### src/common/pamx_map.vh
`ifndef PAMX_MAP_VH
`define PAMX_MAP_VH
// Register byte addresses on the Wishbone slave
`define PAMX_ADDR_SFC      4'h0
`define PAMX_ADDR_DIR      4'h4
`define PAMX_ADDR_LATCH    4'h8
`define PAMX_ADDR_PINS     4'hC
`define PAMX_ADDR_EXTCTL   4'h0
// Field positions
`define PAMX_BIT_PULLUP_KILL 2
`define PAMX_BIT_EXT_EN      0
// Reset values
`define PAMX_RST_BYTE      8'h00
`define PAMX_RST_BIT       1'b0
`define PAMX_ZERO_WORD     32'h0000_0000
`endif

### src/rtl/pamx_port_a.v
`timescale 1ns/1ps
`default_nettype none
`include "pamx_map.vh"
module pamx_port_a (
  input  wire        clk_i,
  input  wire        rst_i,
  input  wire        cyc_i,
  input  wire        stb_i,
  input  wire        we_i,
  input  wire [3:0]  adr_i,
  input  wire [3:0]  sel_i,
  input  wire [31:0] dat_i,
  output reg  [31:0] dat_o,
  output reg         ack_o,
  input  wire        ext_mem_enable_i,
  input  wire        address_phase_active_i,
  input  wire        store_strobe_i,
  input  wire [7:0]  ext_addr_lo_i,
  input  wire [7:0]  ext_wdata_i,
  output reg  [7:0]  ext_rdata_o,
  input  wire [7:0]  pin_i,
  output reg  [7:0]  pin_o,
  output reg  [7:0]  pin_oe_o,
  output reg  [7:0]  pin_pullup_o,
  output reg  [7:0]  input_gate_override_en_o,
  output reg  [7:0]  input_gate_override_val_o,
  output reg         ext_mem_enable_o
);
  reg  [7:0] special_function_control;
  reg  [7:0] direction_bit;
  reg  [7:0] pin_output_latch;
  reg  [7:0] pin_meta;
  reg  [7:0] pin_sampled_value;
  wire       pullup_kill;
  wire       wr_take;
  wire       strobe_or_addr;
  wire [7:0] pullup_override_en;
  wire [7:0] pullup_override_val;
  wire [7:0] drive_override_en;
  wire [7:0] drive_override_val;
  wire [7:0] level_override_en;
  wire [7:0] level_override_val;
  wire [7:0] mux_bus_line;
  reg  [7:0] next_pullup;
  reg  [7:0] next_oe;
  reg  [7:0] next_out;
  reg  [31:0] next_rdata;
  integer    n;

  // Pull-up select for one pin; pullup_kill wins even under override
  function pamx_pullup_bit;
    input ovr_en;
    input ovr_val;
    input dir;
    input latch;
    input kill;
    begin
      if (kill) begin
        pamx_pullup_bit = 1'b0;
      end else if (ovr_en) begin
        pamx_pullup_bit = ovr_val;
      end else begin
        pamx_pullup_bit = ~dir & latch;
      end
    end
  endfunction

  // Driver select; the override ignores the direction bit entirely
  function pamx_drive_bit;
    input ovr_en;
    input ovr_val;
    input dir;
    begin
      if (ovr_en) begin
        pamx_drive_bit = ovr_val;
      end else begin
        pamx_drive_bit = dir;
      end
    end
  endfunction

  // Level select; the override only matters while the driver is on
  function pamx_level_bit;
    input ovr_en;
    input ovr_val;
    input drive_on;
    input latch;
    begin
      if (ovr_en && drive_on) begin
        pamx_level_bit = ovr_val;
      end else begin
        pamx_level_bit = latch;
      end
    end
  endfunction

  // Unmapped offsets read as zero; the pin register is read-only
  function [7:0] pamx_read_byte;
    input [3:0] adr;
    input [7:0] sfc;
    input [7:0] dir;
    input [7:0] latch;
    input [7:0] pins;
    begin
      case (adr)
        `PAMX_ADDR_SFC: begin
          pamx_read_byte = sfc;
        end
        `PAMX_ADDR_DIR: begin
          pamx_read_byte = dir;
        end
        `PAMX_ADDR_LATCH: begin
          pamx_read_byte = latch;
        end
        `PAMX_ADDR_PINS: begin
          pamx_read_byte = pins;
        end
        default: begin
          pamx_read_byte = `PAMX_RST_BYTE;
        end
      endcase
    end
  endfunction

  // Only the first cycle of a request writes; ack blocks a repeat
  // Byte lane 0 carries the whole register
  assign wr_take = cyc_i & stb_i & we_i & ~ack_o & sel_i[0];

  assign pullup_kill = special_function_control[`PAMX_BIT_PULLUP_KILL];
  // Address-phase flag comes from the memory interface on this clock
  assign strobe_or_addr = store_strobe_i | address_phase_active_i;
  assign pullup_override_en = {8{ext_mem_enable_i}};
  assign drive_override_en  = {8{ext_mem_enable_i}};
  assign level_override_en  = {8{ext_mem_enable_i}};
  assign pullup_override_val = pin_output_latch & ~{8{strobe_or_addr}};
  assign drive_override_val  = {8{strobe_or_addr}};
  assign mux_bus_line = (ext_addr_lo_i & {8{address_phase_active_i}})
                      | (ext_wdata_i & {8{store_strobe_i}});
  assign level_override_val = mux_bus_line;

  always @* begin
    for (n = 0; n < 8; n = n + 1) begin
      next_pullup[n] = pamx_pullup_bit(pullup_override_en[n], pullup_override_val[n],
                                       direction_bit[n], pin_output_latch[n],
                                       pullup_kill);
      next_oe[n] = pamx_drive_bit(drive_override_en[n], drive_override_val[n],
                                  direction_bit[n]);
      next_out[n] = pamx_level_bit(level_override_en[n], level_override_val[n],
                                   next_oe[n], pin_output_latch[n]);
    end
  end

  // Upper bytes read as zero
  always @* begin
    next_rdata = {24'h000000, pamx_read_byte(adr_i, special_function_control, direction_bit,
                                             pin_output_latch, pin_sampled_value)};
  end

  // Pad outputs are registered, so pins lag the strobes by one clock
  always @(posedge clk_i) begin
    if (rst_i) begin
      special_function_control  <= `PAMX_RST_BYTE;
      direction_bit             <= `PAMX_RST_BYTE;
      pin_output_latch          <= `PAMX_RST_BYTE;
      pin_meta                  <= `PAMX_RST_BYTE;
      pin_sampled_value         <= `PAMX_RST_BYTE;
      dat_o                     <= `PAMX_ZERO_WORD;
      ack_o                     <= `PAMX_RST_BIT;
      ext_rdata_o               <= `PAMX_RST_BYTE;
      pin_o                     <= `PAMX_RST_BYTE;
      pin_oe_o                  <= `PAMX_RST_BYTE;
      pin_pullup_o              <= `PAMX_RST_BYTE;
      input_gate_override_en_o  <= `PAMX_RST_BYTE;
      input_gate_override_val_o <= `PAMX_RST_BYTE;
      ext_mem_enable_o          <= `PAMX_RST_BIT;
    end else begin
      pin_meta          <= pin_i;
      pin_sampled_value <= pin_meta;
      ext_rdata_o       <= pin_sampled_value;
      pin_pullup_o      <= next_pullup;
      pin_oe_o          <= next_oe;
      pin_o             <= next_out;
      input_gate_override_en_o  <= `PAMX_RST_BYTE;
      input_gate_override_val_o <= `PAMX_RST_BYTE;
      ext_mem_enable_o  <= ext_mem_enable_i;
      ack_o <= cyc_i & stb_i & ~ack_o;
      dat_o <= next_rdata;
      // Writes to the pin register or unmapped offsets fall through
      if (wr_take) begin
        case (adr_i)
          `PAMX_ADDR_SFC: begin
            special_function_control <= dat_i[7:0];
          end
          `PAMX_ADDR_DIR: begin
            direction_bit <= dat_i[7:0];
          end
          `PAMX_ADDR_LATCH: begin
            pin_output_latch <= dat_i[7:0];
          end
          default: begin
            special_function_control <= special_function_control;
          end
        endcase
      end
    end
  end
endmodule
`default_nettype wire

### config.mk
export PLATFORM = sky130hd
export DESIGN_NAME = pamx_port_a
export DESIGN_NICKNAME = d
export VERILOG_FILES = /design/src/rtl/pamx_port_a.v
export VERILOG_INCLUDE_DIRS = /design/src /design/src/common
export SDC_FILE = /design/constraint.sdc
export NUM_CORES = 1
export LEC_CHECK = 0
export ABC_AREA = 1
export BUFFER_PORTS_ARGS = -buffer_cell sky130_fd_sc_hd__buf_2
export CORE_UTILIZATION = 51
export DETAILED_ROUTE_END_ITERATION = 8
export PLACE_DENSITY = 0.84
export SYNTH_ARGS = -nofsm -noshare
export SYNTH_HDL_FRONTEND = slang
export SYNTH_SLANG_ARGS = --single-unit
### constraint.sdc
create_clock -name clk_i -period 2.9 [get_ports clk_i]
set_clock_uncertainty 0.2 [all_clocks]
set_input_delay 0.145 -clock clk_i [delete_from_list [all_inputs] [get_ports clk_i]]
set_output_delay 0.145 -clock clk_i [all_outputs]
set_load 0.1 [all_outputs]
# After elaboration in Yosys (flattened, before gate mapping)
# Index checks and enable logic that the tools add are counted.
[totals]
ff_bits = 106
word_cells = 82
[op_classes]
eq_ne = 3
mux = 25
bitwise_logic = 28
n_reduce_logical = 13
[ops]
columns = ["operator", "n"]
rows = [
  ["$pmux W8 S4", 1],
  ["$and A8 B8 Y8", 3],
  ["$mux W1", 24],
  ["$and A1 B1 Y1", 13],
  ["$not A1 Y1", 9],
  ["$eq A4 B4 Y1 const B", 2],
  ["$logic_and A1 B1 Y1", 8],
  ["$not A8 Y8", 1],
  ["$or A8 B8 Y8", 1],
  ["$reduce_and A2 Y1", 3],
  ["$eq A4 B3 Y1 const B", 1],
  ["$logic_not A4 Y1", 1],
  ["$reduce_or A2 Y1", 1],
  ["$or A1 B1 Y1", 1],
]

# Longest topological paths before layout
# Gate-level depths: netlist (run 1).
[logic_depth]
ltp_word = 5
mapped_depth = 7
mapped_depth_nobuf = 7

# Worst setup path after synthesis (run 1)
# Ideal clock, no wire load.
[synth_timing]
kind = "register to register"
start = "reg ack_o"
end = "reg special_function_control[0] (netlist: pamx_read_byte.sfc[0])"
setup_ns = 0.113
arrival_ns = 1.524
setup_slack_ns = 1.063
stages_incl_launch_ff = 6
synth_period_minus_slack_ns = 1.837
cell_sequence = "dfxtp_1 nor2_1 nand2_2 nor2_4 nor2_1 nor2_1"
[synth_between]
elab_chain_len = 4
[synth_rtl]
columns = ["item", "line_no", "source"]
rows = [
  ["start: declaration", "pamx_port_a.v:14", "output reg ack_o,"],
  ["start signal: assignment", "pamx_port_a.v:168", "ack_o <= `PAMX_RST_BIT;"],
  ["start signal: assignment", "pamx_port_a.v:186", "ack_o <= cyc_i & stb_i & ~ack_o;"],
  ["$not A1 Y1", "pamx_port_a.v:127", "assign wr_take = cyc_i & stb_i & we_i & ~ack_o & sel_i[0];"],
  ["$and A1 B1 Y1 (2 in a row)", "pamx_port_a.v:127", ""],
  ["$reduce_and A2 Y1 (no line)", "-", ""],
  ["end signal: assignment", "pamx_port_a.v:162", "special_function_control <= `PAMX_RST_BYTE;"],
  ["end signal: assignment", "pamx_port_a.v:192", "special_function_control <= dat_i[7:0];"],
  ["end signal: assignment", "pamx_port_a.v:201", "special_function_control <= special_function_control;"],
  ["end: declaration", "pamx_port_a.v:29", "reg [7:0] special_function_control;"],
]
# Every way passes these cells.
# A chain may end at the register's enable or synchronous reset.

# Worst setup path after layout (run 1)
[layout_timing]
start = "in ext_wdata_i[1]"
end = "reg pin_o[1]"
[layout_between]
elab_chain_len = 3
[layout_rtl]
columns = ["item", "line_no", "source"]
rows = [
  ["start: declaration", "pamx_port_a.v:19", "input wire [7:0] ext_wdata_i,"],
  ["$and A8 B8 Y8", "pamx_port_a.v:138", "| (ext_wdata_i & {8{store_strobe_i}});"],
  ["$or A8 B8 Y8", "pamx_port_a.v:138", ""],
  ["$mux W1", "pamx_port_a.v:89", "if (ovr_en && drive_on) begin"],
  ["end signal: assignment", "pamx_port_a.v:170", "pin_o <= `PAMX_RST_BYTE;"],
  ["end signal: assignment", "pamx_port_a.v:182", "pin_o <= next_out;"],
  ["end: declaration", "pamx_port_a.v:22", "output reg [7:0] pin_o,"],
]
# Every way passes these cells.

==> results of run 1 <==
layout by cell type (no fill, tap or decap), types with 2 or more instances in the layout:
| cell | netlist | routed |
|---|---|---|
| nor2_1 | 97 | 97 |
| buf_2 | 9 | 86 |
| dfxtp_1 | 82 | 82 |
| nand2_1 | 81 | 81 |
| nand3_1 | 61 | 61 |
| inv_1 | 46 | 46 |
| conb_1 | 1 | 40 |
| dlygate4sd3_1 | 0 | 33 |
| a21oi_1 | 16 | 16 |
| clkbuf_8 | 0 | 9 |
| o21ai_1 | 6 | 6 |
| inv_2 | 4 | 4 |
| nor2_4 | 4 | 4 |
| nor3_1 | 4 | 4 |
| nor2_8 | 3 | 3 |
| nand2_4 | 3 | 3 |
| inv_6 | 1 | 3 |
| clkinvlp_4 | 0 | 3 |
| o21ai_0 | 2 | 2 |
| nand2_2 | 2 | 2 |
| buf_4 | 40 | 2 |
layout make-up:
type	instances	area, um2
fillers	555	2180
flip-flops and latches	82	1640
multi-input cells	321	1430
repair buffers	121	776
inverters	51	196
clock buffers	10	128
well taps	77	96.3
clock inverters	6	48.8
power by group through the flow:
stage	clock (W)	sequential (W)	combinational, W
after CTS	0.000744	0.00116	0.000555
after floorplan	0	0.00131	0.000370
after global placement	0	0.00119	0.000512
after detailed placement	0	0.00119	0.000517
final	0.000744	0.00116	0.000560
after global routing	0.000798	0.00117	0.000585
synth_stat cells:
library cell | instances | area share
inv_1 | 46 | 0.049
nor2_4 | 4 | 0.013
nor3_1 | 4 | 0.0057
inv_6 | 1 | 0.0025
o21ai_1 | 6 | 0.0086
nand2_4 | 3 | 0.0096
nand2_2 | 2 | 0.0036
a21oi_1 | 16 | 0.023
buf_1 | 2 | 0.0021
o21ai_2 | 1 | 0.0025
nor2_8 | 3 | 0.017
conb_1 | 1 | 0.0011
buf_2 | 9 | 0.013
nor2_1 | 97 | 0.10
buf_4 | 40 | 0.086
nand2_1 | 81 | 0.087
dfxtp_1 | 82 | 0.47
clkbuf_1 | 8 | 0.0086
inv_2 | 4 | 0.0043
nand3_1 | 61 | 0.087
o21ai_0 | 2 | 0.0029
or2_1 | 1 | 0.0018
sequential cells by signal, indices dropped and copies added (netlist names):
name,cells
pamx_read_byte.latch,8
pin_pullup_o,8
dat_o,8
pin_oe_o,8
pamx_read_byte.sfc,8
ext_rdata_o,8
pin_meta,8
ack_o,1
direction_bit,8
ext_mem_enable_o,1
pamx_read_byte.pins,8
pin_o,8
worst reg2reg max path, stage by stage, from the launching register on:
cell and delay, ns:
dfxtp_1 0.33, inv_1 0.05, nand3_1 0.08, nor2_1 0.11, buf_4 0.26, nand3_1 0.12, nand2_1 0.10, nor2_1 0.04
layer usage:
metal,global-route usage,vias up,share of wire
li1,-,1598,-
met3,0.0360,22,0.064
met5,0,-,0
met2,0.393,154,0.49
met4,0.134,0,0.035
met1,0.268,1436,0.41
worst max path at each step:
stage / from / end / cells past startpoint
after floorplan: ack_o$_SDFF_PP0_ / pamx_read_byte.sfc[0]$_SDFFE_PP0P_ / 5
after global placement: address_phase_active_i / pin_o[7]$_SDFF_PP0_ / 4
after detailed placement: address_phase_active_i / pin_o[7]$_SDFF_PP0_ / 4
after CTS: ext_wdata_i[0] / pin_o[0]$_SDFF_PP0_ / 7
after global routing: ext_wdata_i[1] / pin_o[1]$_SDFF_PP0_ / 7
final: ext_wdata_i[1] / pin_o[1]$_SDFF_PP0_ / 7
through the flow:
step	instance area, um2	power, W	setup slack (ns)
after floorplan	3650	0.00168	1.06
final	4320	0.00247	1.20
after global placement	3810	0.00170	1.22
after CTS	4320	0.00246	1.26
after detailed placement	3810	0.00171	1.16
after global routing	4320	0.00255	1.12
cells by family after synthesis:
kind of cell | after synthesis | share of synthesized area
DFF | 82 | 0.468
buffers and inverters | 110 | 0.165
AOI/OAI and AO/OA | 25 | 0.0368
other | 1 | 0.00107
and+or+nand+nor | 256 | 0.328
timing repair:
item	in CTS	in global routing
endpoints found under the hold margin	48	0
buffers inserted	0	0
hold buffers	33	0
==> flow_summary.yaml, run 1 <==
floorplan:
  die_area_mm2: 0.00721
  dieWidth_um: 84.9
  die-height_um: 84.9
  initial_utilization: 0.540
  io-pin-count: 154
  num_rows: 29
  core_area_mm2: 0.00649
global_route:
  maximum_number_of_pins_on_one_net_before_global_route_repair: 36
  gr-usage-all-layers: 0.227
  grt_overflow: 0
  global_route_wire_length_before_repair_mm: 12.6
  grt_antenna_before_repair: 0
  first_global_vias: 2794
routing:
  detailedRoute.firstIterationViolations: 244
  detail_route.wl_per_cell_um: 11.9
  avgViaCountPerCell: 4.81
  routed_wirelength_mm: 7.96
  number_of_vias_after_detailed_routing: 3210
  drt_pre_antenna_iters: 6
  drtAntennaViolNets: 0
  detail_route.drc_violations: 10
power_and_ir_drop:
  power_frac_clock: 0.302
  power.switching_w: 0.000900
  power.share.sequential: 0.471
  power.density_cell_area_mw_per_mm2: 572
  vdd_ir_drop_max_mv: 0.301
  pwr-share-comb: 0.227
  p_leak_nw: 2.23
  p_sw_frac: 0.365
  power.internal_w: 0.00157
synthesis:
  synthDistinctLibCells: 22
  ys_ff_latch: 82
  synth.cell_area_mm2: 0.00350
  yosysSeqAreaShare: 0.468
  syn_avg_cell_area_um2: 7.39
  synth_warnings: 0
  postSynthCellCount: 474
critical_path:
  worstPathCellList: "dlygate4sd3_1 > buf_2 > nand2_1 > nand2_1 > dlygate4sd3_1 > o21ai_1 > a21oi_1"
  worstRegToRegCells: 7
  reg2reg_setup_slack_ns: 1.50
  worst_r2r_endpoint: "direction_bit[5]$_SDFFE_PP0P_"
  worst_setup_path_end_kind: "register"
  worst_setup_path_start_kind: "primary input"
  worst_path_max_delay_cell: "dlygate4sd3_1"
  worst-path-buf-inv: 3
  worst-endpoint-arrival_ns: 1.69
  timing.critical_path.max_delay_family: "buffers and inverters"
  critical_setup_path_kind: "primary input to register"
  critPathMaxStageDelay_ns: 0.55
  r2r_start: "ack_o$_SDFF_PP0_"
  worstPathMaxFanout: 1
  worstPathRequired_ns: 2.89
timing:
  count_of_endpoints_failing_hold_in_the_final_timing_report: 0
  unrepaired_setup_endpoints_after_global_routing: "no"
  fmax_mhz: 587
  report.final.slew_viol_count: 0
  timing.hold.ws_ns: 0.00558
  worst-slew-pin-transition_ns: 1.06
  finalCritPeriodShare: 0.587
  final.setup.tns_ns: 0
  setup_violations: 0
  timing.final.crit_period_ns: 1.70
  worst_slew_margin_rel: 0.296
worst_hold_path:
  hold_path.class: "primary input to register"
  whs_path_depth: 5
  hold_sp: "ext_addr_lo_i[7]"
  hold-path-endpoint: "pin_o[7]$_SDFF_PP0_"
placement:
  post-dp-hpwl_mm: 5.35
  placed_cells: 619
  port_buffers: 86
  gp_weighted_congestion: 0.852
finish:
  drive_above_1_share: 0.205
  fin_util: 0.665
  antenna_cells_inserted: 0
  area_growth_syn_to_layout_pct: 23.2
  fin_cells: 668
  nNetsFinal: 658
cts:
  htreeDepth: 3
  number_of_gates_resized_after_cts: 0
  clock_pin_slew_of_the_registers_on_the_worst_case_setup_and_hold_paths_ns: 0.08
  cts.path.max_buffers: 2
  cts_sinks: 82
  numCtsBuffers: 9
  tritoncts_clock_tree: "done"
  clock_latency_ns: 0.35
  clock_tree.root_cell: "clkbuf_8"
flow_run:
  maximum_capacitance_violations: 0
outcome:
  violations_in_the_final_reports: "DRC"
  status: "complete, but fails checks"
No activity file was read; power rests on OpenSTA's default activity.
==> inputs of run 2 (changes only) <==
CORE_UTILIZATION = 47   (was 51)
PLACE_DENSITY = 0.78   (was 0.84)
clock period = 1.74 ns   (was 2.9 ns; I/O delays follow)
==> flow_summary.yaml, run 2 (synthesis results as in run 1) <==
outcome:
  status: "complete, no violations"
finish:
  finalInstanceArea_mm2: 0.00452
  layout_commonest_cell: "nor2_1"
  fin_util: 0.627
  filler_cell_count: 631
  drive_above_1_share: 0.211
  nNetsFinal: 665
  antenna_cells_inserted: 0
  final_cell_mix: "nor2_1 (97), buf_2 (86), nand2_1 (81), dfxtp_1 (81), nand3_1 (61)"
  area_growth_syn_to_layout_pct: 29.1
placement:
  dpl-instance-area_mm2: 0.00387
  gp_weighted_congestion: 0.862
  post-dp-hpwl_mm: 5.37
  port_buffers: 86
  dpl_worst_slack_ns: 0.314
global_route:
  gr-max-usage-layer: "met2"
  gr-usage-all-layers: 0.216
  grt_antenna_before_repair: 0
  globalRouteMet1Util: 0.255
  first_global_vias: 2760
  grt_util_met3: 0.0448
  groute.layer.met2.usage: 0.383
  grt_overflow: 0
  maximum_number_of_pins_on_one_net_before_global_route_repair: 38
  global_route_wire_length_before_repair_mm: 12.5
critical_path:
  worst_path_max_delay_cell: "dlygate4sd3_1"
  worst-path-buf-inv: 4
  worstRegToRegCells: 7
  crit_top_cell: "dlygate4sd3_1"
  worst_setup_path_start_kind: "primary input"
  worst-endpoint-arrival_ns: 1.71
  setup.worst_path.end: "pin_oe_o[0]$_SDFF_PP0_"
  critical_setup_path_kind: "primary input to register"
  crit_start: "ext_mem_enable_i"
  worstPathRequired_ns: 1.80
  worst_r2r_endpoint: "direction_bit[1]$_SDFFE_PP0P_"
  worstSetupPathDepth: 6
  reg2reg_setup_slack_ns: 0.35
  worstPathMaxFanout: 13
  timing.critical_path.max_delay_family: "buffers and inverters"
  worst_setup_path_end_kind: "register"
  critPathMaxStageDelay_ns: 0.55
  r2r_start: "ack_o$_SDFF_PP0_"
  worstPathCellList: "dlygate4sd3_1 > buf_2 > o21ai_4 > buf_12 > a21oi_1 > dlygate4sd3_1"
power_and_ir_drop:
  pwr-share-comb: 0.209
  vdd_ir_drop_max_mv: 0.435
  power.density_cell_area_mw_per_mm2: 1020
  power.share.sequential: 0.421
  p_leak_nw: 2.31
  p_sw_frac: 0.321
  power_frac_clock: 0.370
  power.internal_w: 0.00313
  power.switching_w: 0.00148
routing:
  detailedRoute.firstIterationViolations: 150
  detail_route.wl_per_cell_um: 11.8
  number_of_vias_after_detailed_routing: 3154
  avgViaCountPerCell: 4.53
  detail_route.drc_violations: 0
  routed_wirelength_mm: 8.19
  drtAntennaViolNets: 0
  drt_pre_antenna_iters: 6
worst_hold_path:
  hold_path.class: "primary input to register"
floorplan:
  die_area_mm2: 0.00781
  die-height_um: 88.4
  io-pin-count: 154
  dieWidth_um: 88.4
  initial_utilization: 0.486
  num_rows: 31
  core_area_mm2: 0.00721
cts:
  clock_tree.root_cell: "clkbuf_8"
  cts_sinks: 82
  cts.path.max_buffers: 2
  tritoncts_clock_tree: "done"
  clock_pin_slew_of_the_registers_on_the_worst_case_setup_and_hold_paths_ns: 0.08
  htreeDepth: 3
  clock_latency_ns: 0.36
  cts_setup_buffers: 0
  numCtsBuffers: 9
timing:
  timing.final.crit_period_ns: 1.66
  count_of_endpoints_failing_hold_in_the_final_timing_report: 0
  final.setup.tns_ns: 0
  setup_slack_ns: 0.0825
  report.final.slew_viol_count: 0
  worst_slew_margin_rel: 0.617
  unrepaired_setup_endpoints_after_global_routing: "no"
  finalCritPeriodShare: 0.953
  setup_violations: 0
  worst-slew-pin-transition_ns: 0.573
  fmax_mhz: 603
flow_run:
  maximum_capacitance_violations: 0
run 2: worst min-delay path: stages:
cell	delay [ns]
buf_2	0.14
nor2_8	0.06
nand2_4	0.09
nor2_8	0.06
nor2_1	0.08
nor2_1	0.05
run 2: power groups by stage:
| stage | clock [W] | combinational (W) | sequential, W |
|---|---|---|---|
| 6_report | 0.00171 | 0.000962 | 0.00194 |
| 5_1_grt | 0.00181 | 0.00101 | 0.00194 |
| 4_1_cts | 0.00171 | 0.000942 | 0.00194 |
| 3_5_place_dp | 0 | 0.000871 | 0.00198 |
| 3_3_place_gp | 0 | 0.000864 | 0.00198 |
| 2_1_floorplan | 0 | 0.000616 | 0.00219 |
run 2: final cells by class:
type,instances,area [um2],share of cell area
clock buffers,11,151,0.0335
clock inverters,4,98.8,0.0219
inverters,51,200,0.0443
multi-input cells,321,1440,0.318
flip-flops and latches,82,1640,0.363
well taps,99,124,0.0274
repair buffers,128,868,0.192
run 2: routing by layer:
layer,wire length [um],vias up
met5,0,-
met4,180,0
met3,581,16
met2,3980,140
met1,3440,1388
li1,-,1610
run 2: worst min-delay path by stage:
stage | from | endpoint | slack [ns] | depth (start not counted)
finish | adr_i[0] | pamx_read_byte.latch[0]$_SDFFE_PP0P_ | 0.04 | 6
global route | store_strobe_i | pin_o[5]$_SDFF_PP0_ | 0.06 | 3
CTS | adr_i[0] | pamx_read_byte.latch[0]$_SDFFE_PP0P_ | 0.04 | 6
floorplan | pin_i[0] | pin_meta[0]$_SDFF_PP0_ | -0.006 | 2
global placement | pin_i[5] | pin_meta[5]$_SDFF_PP0_ | 0.09 | 3
detailed placement | pin_i[7] | pin_meta[7]$_SDFF_PP0_ | 0.09 | 3
run 2: repair_timing:
item | in CTS | in global routing
hold buffers | 37 | 0
endpoints found under the hold margin | 49 | 0
gates resized for setup | 0 | 2
setup endpoints to repair | 0 | 1
run 2: metrics by stage:
step                std cells  total power [W]  hold WS, ns
finish                    696          0.00461       0.0384
global route              696          0.00476       0.0581
CTS                       695          0.00459       0.0395
detailed placement        643          0.00285       0.0944
global placement          643          0.00284       0.0903
floorplan                 513          0.00280     -0.00603
